<file path="src/shared/aia_pkg.sv">
// Purpose: Constants and carrier types for the audio interrupt and IF AGC control block
// Assumes: 12-bit register addresses, 8-bit register data, one clock domain
// Notes:   Register map, field positions and values after reset

`default_nettype none

package aia_pkg;

  localparam int ADDR_W = 12;
  localparam int DATA_W = 8;
  localparam int GAIN_W = 6;
  localparam int ERR_W  = 7;
  localparam int ACC_W  = 9;

  // Register addresses
  localparam logic [ADDR_W-1:0] REG_MASK_ADDR   = 12'h812;
  localparam logic [ADDR_W-1:0] REG_STATUS_ADDR = 12'h813;
  localparam logic [ADDR_W-1:0] REG_HYST_A_ADDR = 12'h814;
  localparam logic [ADDR_W-1:0] REG_HYST_B_ADDR = 12'h815;
  localparam logic [ADDR_W-1:0] REG_AGC_ADDR    = 12'h816;
  localparam logic [ADDR_W-1:0] REG_AFE_ADDR    = 12'h817;
  localparam logic [ADDR_W-1:0] REG_DEC_ADDR    = 12'h81b;

  // Field positions
  localparam int FLD_FB_GAIN_EN = 6;
  localparam int FLD_BOOST_EN   = 7;
  localparam int FLD_BYPASS_EN  = 6;
  localparam int FLD_DEC_SEL    = 0;

  // Values after reset, and the gain limits
  localparam logic [DATA_W-1:0] RST_FLAGS      = 8'h00;
  localparam logic [DATA_W-1:0] RST_MASK       = 8'hff;
  localparam logic [GAIN_W-1:0] RST_HYST_A     = 6'h05;
  localparam logic [GAIN_W-1:0] RST_HYST_B     = 6'h09;
  localparam logic [GAIN_W-1:0] RST_ERR_THR    = 6'h0e;
  localparam logic [GAIN_W-1:0] RST_BYPASS_VAL = 6'h20;
  localparam logic [GAIN_W-1:0] RST_VGA_GAIN   = 6'h20;
  localparam logic [GAIN_W-1:0] GAIN_MAX       = 6'h3f;
  localparam logic [GAIN_W-1:0] GAIN_MIN       = 6'h00;

  typedef struct packed {
    logic radio_data_ready_flag;
    logic high_bit_error_flag;
    logic digital_sound_lock_lost_flag;
    logic if_signal_lost_flag;
    logic format_detect_done_flag;
    logic format_change_flag;
    logic mode_change_flag;
    logic codec_link_event_flag;
  } aia_event_type;

  typedef struct packed {
    logic [ADDR_W-1:0] addr;
    logic [DATA_W-1:0] wdata;
    logic              wr;
    logic              rd;
  } aia_bus_req_type;

  typedef struct packed {
    logic             valid;
    logic [ERR_W-1:0] err;
  } aia_agc_sample_type;

endpackage

`default_nettype wire

</file>
<file path="src/design/aia_ctrl.sv">
// Purpose: Interrupt flags, masks and IF AGC / front-end controls of the audio decoder
// Assumes: Event and AGC error inputs are synchronous to clk_sys
// Notes:   Read data appear the cycle after the read strobe and only then

`timescale 1ns/1ps
`default_nettype none

module aia_ctrl (
  input  wire logic                         clk_sys,
  input  wire logic                         rstn,
  input  wire aia_pkg::aia_bus_req_type     bus_req,
  output var  logic [aia_pkg::DATA_W-1:0]   bus_rdata,
  input  wire aia_pkg::aia_event_type       event_in,
  input  wire aia_pkg::aia_agc_sample_type  agc_sample,
  output var  logic [aia_pkg::GAIN_W-1:0]   vga_gain,
  output var  logic                         front_end_boost_enable,
  output var  logic                         decimation_source_select,
  output var  logic                         irq
);
  import aia_pkg::*;

  logic [DATA_W-1:0]       flags;
  logic [DATA_W-1:0]       next_flags;
  logic [DATA_W-1:0]       mask;
  logic [GAIN_W-1:0]       agc_hysteresis_a;
  logic [GAIN_W-1:0]       agc_hysteresis_b;
  logic [GAIN_W-1:0]       agc_error_threshold;
  logic [GAIN_W-1:0]       agc_bypass_value;
  logic                    agc_feedback_gain_enable;
  logic                    agc_bypass_enable;
  logic signed [ACC_W-1:0] acc;
  logic signed [ACC_W-1:0] next_acc;
  logic [ERR_W-1:0]        err_mag;
  logic                    loop_step;
  logic                    step_down;
  logic                    step_up;

  function automatic logic wr_hit(input aia_bus_req_type req, input logic [ADDR_W-1:0] a);
    wr_hit = req.wr && (req.addr == a);
  endfunction

  function automatic logic [ERR_W-1:0] magnitude(input logic [ERR_W-1:0] v);
    magnitude = v[ERR_W-1] ? ERR_W'(-v) : v;
  endfunction

  // Event set wins over a same-cycle write-one clear
  always_comb begin
    next_flags = flags;
    if (wr_hit(bus_req, REG_STATUS_ADDR)) begin
      next_flags = flags & ~bus_req.wdata;
    end
    next_flags = next_flags | DATA_W'(event_in);
  end

  always_ff @(posedge clk_sys or negedge rstn) begin
    if (!rstn) begin
      flags <= RST_FLAGS;
    end else begin
      flags <= next_flags;
    end
  end

  always_ff @(posedge clk_sys or negedge rstn) begin
    if (!rstn) begin
      mask <= RST_MASK;
    end else if (wr_hit(bus_req, REG_MASK_ADDR)) begin
      mask <= bus_req.wdata;
    end
  end

  // Registered so the pin is glitch free; lags the flags by one cycle
  always_ff @(posedge clk_sys or negedge rstn) begin
    if (!rstn) begin
      irq <= 1'b0;
    end else begin
      irq <= |(flags & ~mask);
    end
  end

  always_ff @(posedge clk_sys or negedge rstn) begin
    if (!rstn) begin
      agc_hysteresis_a         <= RST_HYST_A;
      agc_hysteresis_b         <= RST_HYST_B;
      agc_error_threshold      <= RST_ERR_THR;
      agc_feedback_gain_enable <= 1'b0;
      agc_bypass_enable        <= 1'b0;
      agc_bypass_value         <= RST_BYPASS_VAL;
      front_end_boost_enable   <= 1'b0;
      decimation_source_select <= 1'b0;
    end else begin
      if (wr_hit(bus_req, REG_HYST_A_ADDR)) begin
        agc_hysteresis_a <= bus_req.wdata[GAIN_W-1:0];
      end
      if (wr_hit(bus_req, REG_HYST_B_ADDR)) begin
        agc_hysteresis_b <= bus_req.wdata[GAIN_W-1:0];
      end
      if (wr_hit(bus_req, REG_AGC_ADDR)) begin
        agc_error_threshold      <= bus_req.wdata[GAIN_W-1:0];
        agc_feedback_gain_enable <= bus_req.wdata[FLD_FB_GAIN_EN];
      end
      if (wr_hit(bus_req, REG_AFE_ADDR)) begin
        front_end_boost_enable <= bus_req.wdata[FLD_BOOST_EN];
        agc_bypass_enable      <= bus_req.wdata[FLD_BYPASS_EN];
        agc_bypass_value       <= bus_req.wdata[GAIN_W-1:0];
      end
      if (wr_hit(bus_req, REG_DEC_ADDR)) begin
        decimation_source_select <= bus_req.wdata[FLD_DEC_SEL];
      end
    end
  end

  always_ff @(posedge clk_sys or negedge rstn) begin
    if (!rstn) begin
      bus_rdata <= '0;
    end else if (bus_req.rd) begin
      unique case (bus_req.addr)
        REG_MASK_ADDR:   bus_rdata <= mask;
        REG_STATUS_ADDR: bus_rdata <= flags;
        REG_HYST_A_ADDR: bus_rdata <= {2'b00, agc_hysteresis_a};
        REG_HYST_B_ADDR: bus_rdata <= {2'b00, agc_hysteresis_b};
        REG_AGC_ADDR:    bus_rdata <= {1'b0, agc_feedback_gain_enable, agc_error_threshold};
        REG_AFE_ADDR:    bus_rdata <= {front_end_boost_enable, agc_bypass_enable, agc_bypass_value};
        REG_DEC_ADDR:    bus_rdata <= {7'h00, decimation_source_select};
        default:         bus_rdata <= '0;
      endcase
    end else begin
      bus_rdata <= '0;
    end
  end

  // Error above the threshold is integrated; the gain steps only once the
  // integral leaves the hysteresis band, which keeps the amplifier from dithering
  always_comb begin
    err_mag   = magnitude(agc_sample.err);
    loop_step = agc_sample.valid && agc_feedback_gain_enable
                && (err_mag > ERR_W'(agc_error_threshold));
    next_acc  = acc + ACC_W'(signed'(agc_sample.err));
    step_down = next_acc > $signed({3'b000, agc_hysteresis_b});
    step_up   = next_acc < -$signed({3'b000, agc_hysteresis_a});
  end

  always_ff @(posedge clk_sys or negedge rstn) begin
    if (!rstn) begin
      vga_gain <= RST_VGA_GAIN;
      acc      <= '0;
    end else if (agc_bypass_enable) begin
      vga_gain <= agc_bypass_value;
      acc      <= '0;
    end else if (loop_step) begin
      if (step_down) begin
        acc <= '0;
        if (vga_gain != GAIN_MIN) begin
          vga_gain <= vga_gain - 6'h01;
        end
      end else if (step_up) begin
        acc <= '0;
        if (vga_gain != GAIN_MAX) begin
          vga_gain <= vga_gain + 6'h01;
        end
      end else begin
        acc <= next_acc;
      end
    end
  end

  AST_FLAG7_SET:
    assert property (@(posedge clk_sys) disable iff (!rstn)
      event_in.radio_data_ready_flag |=> flags[7])
    else $error("radio data flag not set");

  AST_FLAG6_SET:
    assert property (@(posedge clk_sys) disable iff (!rstn)
      event_in.high_bit_error_flag |=> flags[6])
    else $error("bit error flag not set");

  AST_FLAG5_SET:
    assert property (@(posedge clk_sys) disable iff (!rstn)
      event_in.digital_sound_lock_lost_flag |=> flags[5])
    else $error("lock lost flag not set");

  AST_FLAG4_SET:
    assert property (@(posedge clk_sys) disable iff (!rstn)
      event_in.if_signal_lost_flag |=> flags[4])
    else $error("IF loss flag not set");

  AST_FLAG3_SET:
    assert property (@(posedge clk_sys) disable iff (!rstn)
      event_in.format_detect_done_flag |=> flags[3])
    else $error("format detect flag not set");

  AST_FLAG2_SET:
    assert property (@(posedge clk_sys) disable iff (!rstn)
      event_in.format_change_flag |=> flags[2])
    else $error("format change flag not set");

  AST_FLAG1_SET:
    assert property (@(posedge clk_sys) disable iff (!rstn)
      event_in.mode_change_flag |=> flags[1])
    else $error("mode change flag not set");

  AST_FLAG0_SET:
    assert property (@(posedge clk_sys) disable iff (!rstn)
      event_in.codec_link_event_flag |=> flags[0])
    else $error("codec link flag not set");

  AST_W1C_CLEARS:
    assert property (@(posedge clk_sys) disable iff (!rstn)
      wr_hit(bus_req, REG_STATUS_ADDR) && (DATA_W'(event_in) == 8'h00)
      |=> (flags & $past(bus_req.wdata)) == 8'h00)
    else $error("write one did not clear flag");

  AST_W0_KEEPS:
    assert property (@(posedge clk_sys) disable iff (!rstn)
      wr_hit(bus_req, REG_STATUS_ADDR) && bus_req.wdata == 8'h00 && DATA_W'(event_in) == 8'h00
      |=> $stable(flags))
    else $error("writing zero changed flags");

  AST_STICKY:
    assert property (@(posedge clk_sys) disable iff (!rstn)
      !wr_hit(bus_req, REG_STATUS_ADDR) |=> (flags & $past(flags)) == $past(flags))
    else $error("flag dropped without clear");

  AST_IRQ_GATED:
    assert property (@(posedge clk_sys) disable iff (!rstn)
      1'b1 |=> irq == |($past(flags) & ~$past(mask)))
    else $error("interrupt output wrong");

  AST_STATUS_READ:
    assert property (@(posedge clk_sys) disable iff (!rstn)
      bus_req.rd && bus_req.addr == REG_STATUS_ADDR |=> bus_rdata == $past(flags) ##1 (bus_rdata == 8'h00 || $past(bus_req.rd)))
    else $error("status read wrong");

  AST_BYPASS_GAIN:
    assert property (@(posedge clk_sys) disable iff (!rstn)
      agc_bypass_enable |=> vga_gain == $past(agc_bypass_value) && acc == '0)
    else $error("bypass value not driven");

  AST_LOOP_HOLD:
    assert property (@(posedge clk_sys) disable iff (!rstn)
      !agc_bypass_enable && !agc_feedback_gain_enable |=> $stable(vga_gain) && $stable(acc))
    else $error("loop moved while feedback gain off");

  AST_THRESHOLD:
    assert property (@(posedge clk_sys) disable iff (!rstn)
      !agc_bypass_enable && agc_sample.valid && magnitude(agc_sample.err) <= ERR_W'(agc_error_threshold)
      |=> $stable(vga_gain) && $stable(acc))
    else $error("small error adjusted gain");

  AST_HYST_BAND:
    assert property (@(posedge clk_sys) disable iff (!rstn)
      !agc_bypass_enable && loop_step && !step_down && !step_up
      |=> $stable(vga_gain) && acc == $past(next_acc))
    else $error("gain stepped inside hysteresis band");

  AST_STEP_DOWN:
    assert property (@(posedge clk_sys) disable iff (!rstn)
      !agc_bypass_enable && loop_step && step_down && vga_gain != GAIN_MIN
      |=> vga_gain == $past(vga_gain) - 6'h01 && acc == '0)
    else $error("gain did not step down");

  AST_BOOST:
    assert property (@(posedge clk_sys) disable iff (!rstn)
      wr_hit(bus_req, REG_AFE_ADDR) |=> front_end_boost_enable == $past(bus_req.wdata[FLD_BOOST_EN]))
    else $error("boost bit not taken");

  AST_DEC_SEL:
    assert property (@(posedge clk_sys) disable iff (!rstn)
      wr_hit(bus_req, REG_DEC_ADDR) |=> decimation_source_select == $past(bus_req.wdata[FLD_DEC_SEL]))
    else $error("decimation select not taken");

  AST_STEP_UP:
    assert property (@(posedge clk_sys) disable iff (!rstn)
      !agc_bypass_enable && loop_step && !step_down && step_up && vga_gain != GAIN_MAX
      |=> vga_gain == $past(vga_gain) + 6'h01 && acc == '0)
    else $error("gain did not step up");

  AST_GAIN_FLOOR:
    assert property (@(posedge clk_sys) disable iff (!rstn)
      !agc_bypass_enable && loop_step && step_down && vga_gain == GAIN_MIN
      |=> vga_gain == GAIN_MIN && acc == '0)
    else $error("gain wrapped below minimum");

  AST_GAIN_CEIL:
    assert property (@(posedge clk_sys) disable iff (!rstn)
      !agc_bypass_enable && loop_step && !step_down && step_up && vga_gain == GAIN_MAX
      |=> vga_gain == GAIN_MAX && acc == '0)
    else $error("gain wrapped above maximum");

  AST_STEP_ONE:
    assert property (@(posedge clk_sys) disable iff (!rstn)
      !agc_bypass_enable |=> vga_gain == $past(vga_gain) || vga_gain == $past(vga_gain) + 6'h01
                             || vga_gain == $past(vga_gain) - 6'h01)
    else $error("gain moved by more than one step");

  AST_NO_SAMPLE_HOLD:
    assert property (@(posedge clk_sys) disable iff (!rstn)
      !agc_bypass_enable && !agc_sample.valid |=> $stable(vga_gain) && $stable(acc))
    else $error("loop moved without a sample");

  AST_MASK_WRITE:
    assert property (@(posedge clk_sys) disable iff (!rstn)
      wr_hit(bus_req, REG_MASK_ADDR) |=> mask == $past(bus_req.wdata))
    else $error("mask write not taken");

  AST_MASK_HOLD:
    assert property (@(posedge clk_sys) disable iff (!rstn)
      !wr_hit(bus_req, REG_MASK_ADDR) |=> $stable(mask))
    else $error("mask changed without a write");

  AST_IRQ_RAISED:
    assert property (@(posedge clk_sys) disable iff (!rstn)
      (flags & ~mask) != 8'h00 |=> irq)
    else $error("enabled flag did not raise interrupt");

  AST_FLAG_ONLY_EVENT:
    assert property (@(posedge clk_sys) disable iff (!rstn)
      DATA_W'(event_in) == 8'h00 |=> (flags & ~$past(flags)) == 8'h00)
    else $error("flag set without an event");

  AST_CLEAR_EXACT:
    assert property (@(posedge clk_sys) disable iff (!rstn)
      wr_hit(bus_req, REG_STATUS_ADDR)
      |=> flags == (($past(flags) & ~$past(bus_req.wdata)) | DATA_W'($past(event_in))))
    else $error("status write result wrong");

  AST_SET_WINS:
    assert property (@(posedge clk_sys) disable iff (!rstn)
      wr_hit(bus_req, REG_STATUS_ADDR) && (DATA_W'(event_in) & bus_req.wdata) != 8'h00
      |=> (flags & DATA_W'($past(event_in))) == DATA_W'($past(event_in)))
    else $error("clear beat a same-cycle event");

  AST_HYST_A_WRITE:
    assert property (@(posedge clk_sys) disable iff (!rstn)
      wr_hit(bus_req, REG_HYST_A_ADDR) |=> agc_hysteresis_a == $past(bus_req.wdata[GAIN_W-1:0]))
    else $error("lower hysteresis write not taken");

  AST_THR_WRITE:
    assert property (@(posedge clk_sys) disable iff (!rstn)
      wr_hit(bus_req, REG_AGC_ADDR) |=> agc_error_threshold == $past(bus_req.wdata[GAIN_W-1:0]))
    else $error("error threshold write not taken");

  AST_FB_EN_WRITE:
    assert property (@(posedge clk_sys) disable iff (!rstn)
      wr_hit(bus_req, REG_AGC_ADDR) |=> agc_feedback_gain_enable == $past(bus_req.wdata[FLD_FB_GAIN_EN]))
    else $error("feedback gain enable not taken");

  AST_BYPASS_EN_WRITE:
    assert property (@(posedge clk_sys) disable iff (!rstn)
      wr_hit(bus_req, REG_AFE_ADDR) |=> agc_bypass_enable == $past(bus_req.wdata[FLD_BYPASS_EN]))
    else $error("bypass enable not taken");

  AST_BYPASS_VAL_WRITE:
    assert property (@(posedge clk_sys) disable iff (!rstn)
      wr_hit(bus_req, REG_AFE_ADDR) |=> agc_bypass_value == $past(bus_req.wdata[GAIN_W-1:0]))
    else $error("bypass value not taken");

  AST_CFG_HOLD:
    assert property (@(posedge clk_sys) disable iff (!rstn)
      !bus_req.wr |=> $stable(agc_hysteresis_a) && $stable(agc_hysteresis_b)
                      && $stable(agc_error_threshold) && $stable(agc_feedback_gain_enable))
    else $error("loop setting changed without a write");

  AST_AFE_HOLD:
    assert property (@(posedge clk_sys) disable iff (!rstn)
      !bus_req.wr |=> $stable(agc_bypass_enable) && $stable(agc_bypass_value)
                      && $stable(front_end_boost_enable) && $stable(decimation_source_select))
    else $error("front end setting changed without a write");

  AST_AFE_READ:
    assert property (@(posedge clk_sys) disable iff (!rstn)
      bus_req.rd && bus_req.addr == REG_AFE_ADDR
      |=> bus_rdata == {$past(front_end_boost_enable), $past(agc_bypass_enable), $past(agc_bypass_value)})
    else $error("front end register read wrong");

  AST_RESET_STATE:
    assert property (@(posedge clk_sys)
      !rstn |=> flags == RST_FLAGS && mask == RST_MASK && !irq && bus_rdata == 8'h00)
    else $error("status or mask not at reset value");

  AST_RESET_CFG:
    assert property (@(posedge clk_sys)
      !rstn |=> agc_hysteresis_a == RST_HYST_A && agc_hysteresis_b == RST_HYST_B
                && agc_error_threshold == RST_ERR_THR && agc_bypass_value == RST_BYPASS_VAL
                && !agc_feedback_gain_enable && !agc_bypass_enable && !front_end_boost_enable
                && !decimation_source_select && vga_gain == RST_VGA_GAIN)
    else $error("control field not at reset value");

endmodule

`default_nettype wire

</file>
<file path="config.mk">
export PLATFORM = sky130hd
export DESIGN_NAME = aia_ctrl
export DESIGN_NICKNAME = d
export VERILOG_FILES = /design/src/shared/aia_pkg.sv /design/src/design/aia_ctrl.sv
export SDC_FILE = /design/constraint.sdc
export NUM_CORES = 1
export LEC_CHECK = 0
export ABC_AREA = 1
export ABC_CLOCK_PERIOD_IN_PS = 4200
export BUFFER_PORTS_ARGS = -buffer_cell sky130_fd_sc_hd__buf_2
export CORE_UTILIZATION = 50
export DETAILED_ROUTE_END_ITERATION = 8
export GPL_TIMING_DRIVEN = 0
export PLACE_DENSITY = 0.8
export SYNTH_ARGS = -nofsm -noshare
export SYNTH_HDL_FRONTEND = slang
export SYNTH_SLANG_ARGS = --single-unit
</file>
<file path="constraint.sdc">
create_clock -name clk_sys -period 4.2 [get_ports clk_sys]
set_input_delay 0.42 -clock clk_sys [delete_from_list [all_inputs] [get_ports clk_sys]]
set_output_delay 0.42 -clock clk_sys [all_outputs]
set_load 0.1 [all_outputs]
</file>
==> flow_metrics.tcl <==
set metrics [dict create \
    wl_per_cell_um 14.9 \
    max_freq_mhz 276 \
    switching_share_pct 31.3 \
    synth_edf_count 0 \
    postCtsHoldBufs 0 \
    via_per_inst 5.55 \
    path_clk_slew_ns 0.08 \
    path_common_cell "nand2_1" \
    nets 703 \
    syn_nets 637 \
    core_sq_um 8340 \
    min_period_over_period_pct 86.3 \
    relSlewSlack_pct 43.3 \
    gp_congestion 0.934 \
    ys_ff_latch 68 \
    place_inst 725 \
    ios 57 \
    ir_drop_mv 0.186 \
    leakage_nw 2.50 \
    die_height_um 95.4 \
    slew_viol_final 0 \
    drc 0 \
    cts_buffers 9 \
    setup_viol 0 \
    layout-drive-gt1-share_pct 18.1 \
    fin_util_pct 59.9 \
    synth_area_sq_um 4360 \
    critical_path_class "flip-flop to flip-flop" \
    fin_skew_ns 0.00716 \
    row_count 33 \
    clockPowerShare_pct 37.8 \
    status "completed" \
    avgSynthCellArea_sq_um 7.72 \
    setup-tns-final_ns 0 \
    finalWorstSetupSlack_ns 0.577 \
    max_cap_viol_count 0 \
    comb_power_share_pct 20.6 \
    finalWirelength_um 11100 \
    antenna_found_initial 0 \
    worstHoldPathType "input port to asynchronous set/reset pin" \
    drtIter0Drc 259 \
    grtUsageMet1_pct 34.6 \
    p_int_w 0.00112 \
    cts_root_buf "clkbuf_8" \
    cts_resized 0 \
    grt_max_degree 69 \
    layout.cells.non_filler 741 \
    die-area_sq_um 9100 \
    clockBufferDepth 2 \
    critPathMaxStageDelay_ns 0.40 \
    required_ns 4.45 \
    die_x_um 95.4 \
    syn2layout_area_growth_pct 14.5 \
    period_minus_slack_ns 3.62 \
    worst_path_max_delay_cell "fa_1" \
    rsz0062_at_grt "false" \
    port_buffers 55 \
    synth_ff_type "dfrtp_1" \
    synth_warnings 0 \
    worst_pin_slew_ns 0.851 \
    power.switching_w 0.000510 \
    busiest_layer "met2" \
    vias 4116 \
    n_antenna_cell 0 \
    first_global_vias 3914 \
    grt_overflow_total 0 \
    dp_hpwl_um 8420 \
    hold_ws_ns 0.159 \
    grt_use_met2_pct 44.5 \
    final_hold_viol_count 0 \
    p_per_area_nw_per_um2 326 \
    cts_setup_buffers 0 \
    netlist_instances 565 \
    crit_path_end_kind "flip-flop" \
    path_max_fanout 5 \
    clock_sinks 68 \
    final_cell_mix "135 x nand2_1, 78 x inv_1, 55 x buf_2" \
    tritoncts "built" \
    grtUsageMet3_pct 4.55 \
    arrival_ns 3.87 \
    initial_core_util_pct 52.3 \
    firstDrtPassIters 5 \
    crit_buf_inv 2 \
    ant_nets 0 \
    clk_latency_ns 0.36 \
    grt_usage_pct 26.8 \
    p_seq_share_pct 41.6 \
    synth_cell_types 41 \
    h-tree-depth 3 \
    cpLargestDelayFamily "simple AND/OR/NAND/NOR gates" \
    dp_slack_ns 0.444 \
    cp-start-kind "flip-flop" \
    grt_pass1_wl_um 18400 \
    ys_seq_area_share_pct 39.5 \
    mostFrequentLayoutCell "nand2_1" \
    ys_async_sr_fraction_pct 100 \
]
-- worst paths after layout --
kind,cells past startpoint,end,from,slack [ns]
max,27,vga_gain[4],acc[0],0.58
min,1,irq,rstn,0.16
max reg2reg,27,vga_gain[4],acc[0],0.58
min reg2reg,2,agc_bypass_value[0],agc_bypass_value[0],0.49
max in group asynchronous,1,agc_error_threshold[5],rstn,3.47
min in group clk_sys,2,flags[1],event_in[1],0.25
-- cells in the mapped netlist, types with 4 or more instances --
cell type  count  area share [%]
xnor2_1        5             1.0
inv_1         78             6.7
nor2_4         4             1.0
o22ai_1       10             1.4
ha_1          31             8.9
a221oi_1       5             1.0
nor2_1        37             3.2
o21ai_0       46             5.3
nor3_1         6            0.69
nand2_2        6            0.86
nand2_1      135              12
nand3_1       38             4.4
nor4_1         4            0.57
o21ai_1        8            0.92
o21bai_1       7             1.2
nor2_2         4            0.57
clkbuf_1       8            0.69
xor2_1        10             2.0
dfstp_2       17              10
dfrtp_1       51              29
a21oi_1       23             2.6
-- per-layer routing --
layer | vias up | wire length, um
met5 | - | 0
met4 | 0 | 416
met3 | 32 | 590
met2 | 161 | 5210
met1 | 1928 | 4840
li1 | 1995 | -
-- cell type report --
cell class                      instances  area, sq um
Clock buffer                            9          124
Buffer                                  9         35.0
Clock inverter                          7         98.8
Fill cell                             776         3350
Multi-Input combinational cell        404         2280
Inverter                               84          323
Timing Repair Buffer                   55          278
Tap cell                              105          131
Sequential cell                        68         1720
-- logic make-up after synthesis --
| group | share of synthesized area (%) |
|---|---|
| adder cells (fa/ha/maj) | 9.35 |
| AO/OA/AOI/OAI | 14.5 |
| flip-flops | 39.5 |
| XOR/XNOR | 3.01 |
| AND/OR/NAND/NOR | 25.4 |
| buffers and inverters | 8.20 |
-- power groups by stage --
stage	sequential (W)	combinational [W]	clock, W
3_5_place_dp	0.000689	0.000334	0
4_1_cts	0.000677	0.000336	0.000616
3_3_place_gp	0.000689	0.000321	0
5_1_grt	0.000679	0.000382	0.000647
6_report	0.000677	0.000335	0.000615
2_1_floorplan	0.000717	0.000214	0
-- registers in the layout, indices dropped and copies added, names as in the netlist, 6 cells and up --
| name | flops |
|---|---|
| acc | 9 |
| bus_rdata | 8 |
| flags | 8 |
| mask | 8 |
| agc_bypass_value | 6 |
| agc_error_threshold | 6 |
| agc_hysteresis_a | 6 |
| agc_hysteresis_b | 6 |
| vga_gain | 6 |
-- through the flow --
| step | area (sq um) | power, W |
|---|---|---|
| 2_1_floorplan | 4360 | 0.000931 |
| 3_3_place_gp | 4770 | 0.00101 |
| 3_5_place_dp | 4770 | 0.00102 |
| 4_1_cts | 4990 | 0.00163 |
| 5_1_grt | 4990 | 0.00171 |
| 6_report | 4990 | 0.00163 |
(Power assumes the default switching activity.)
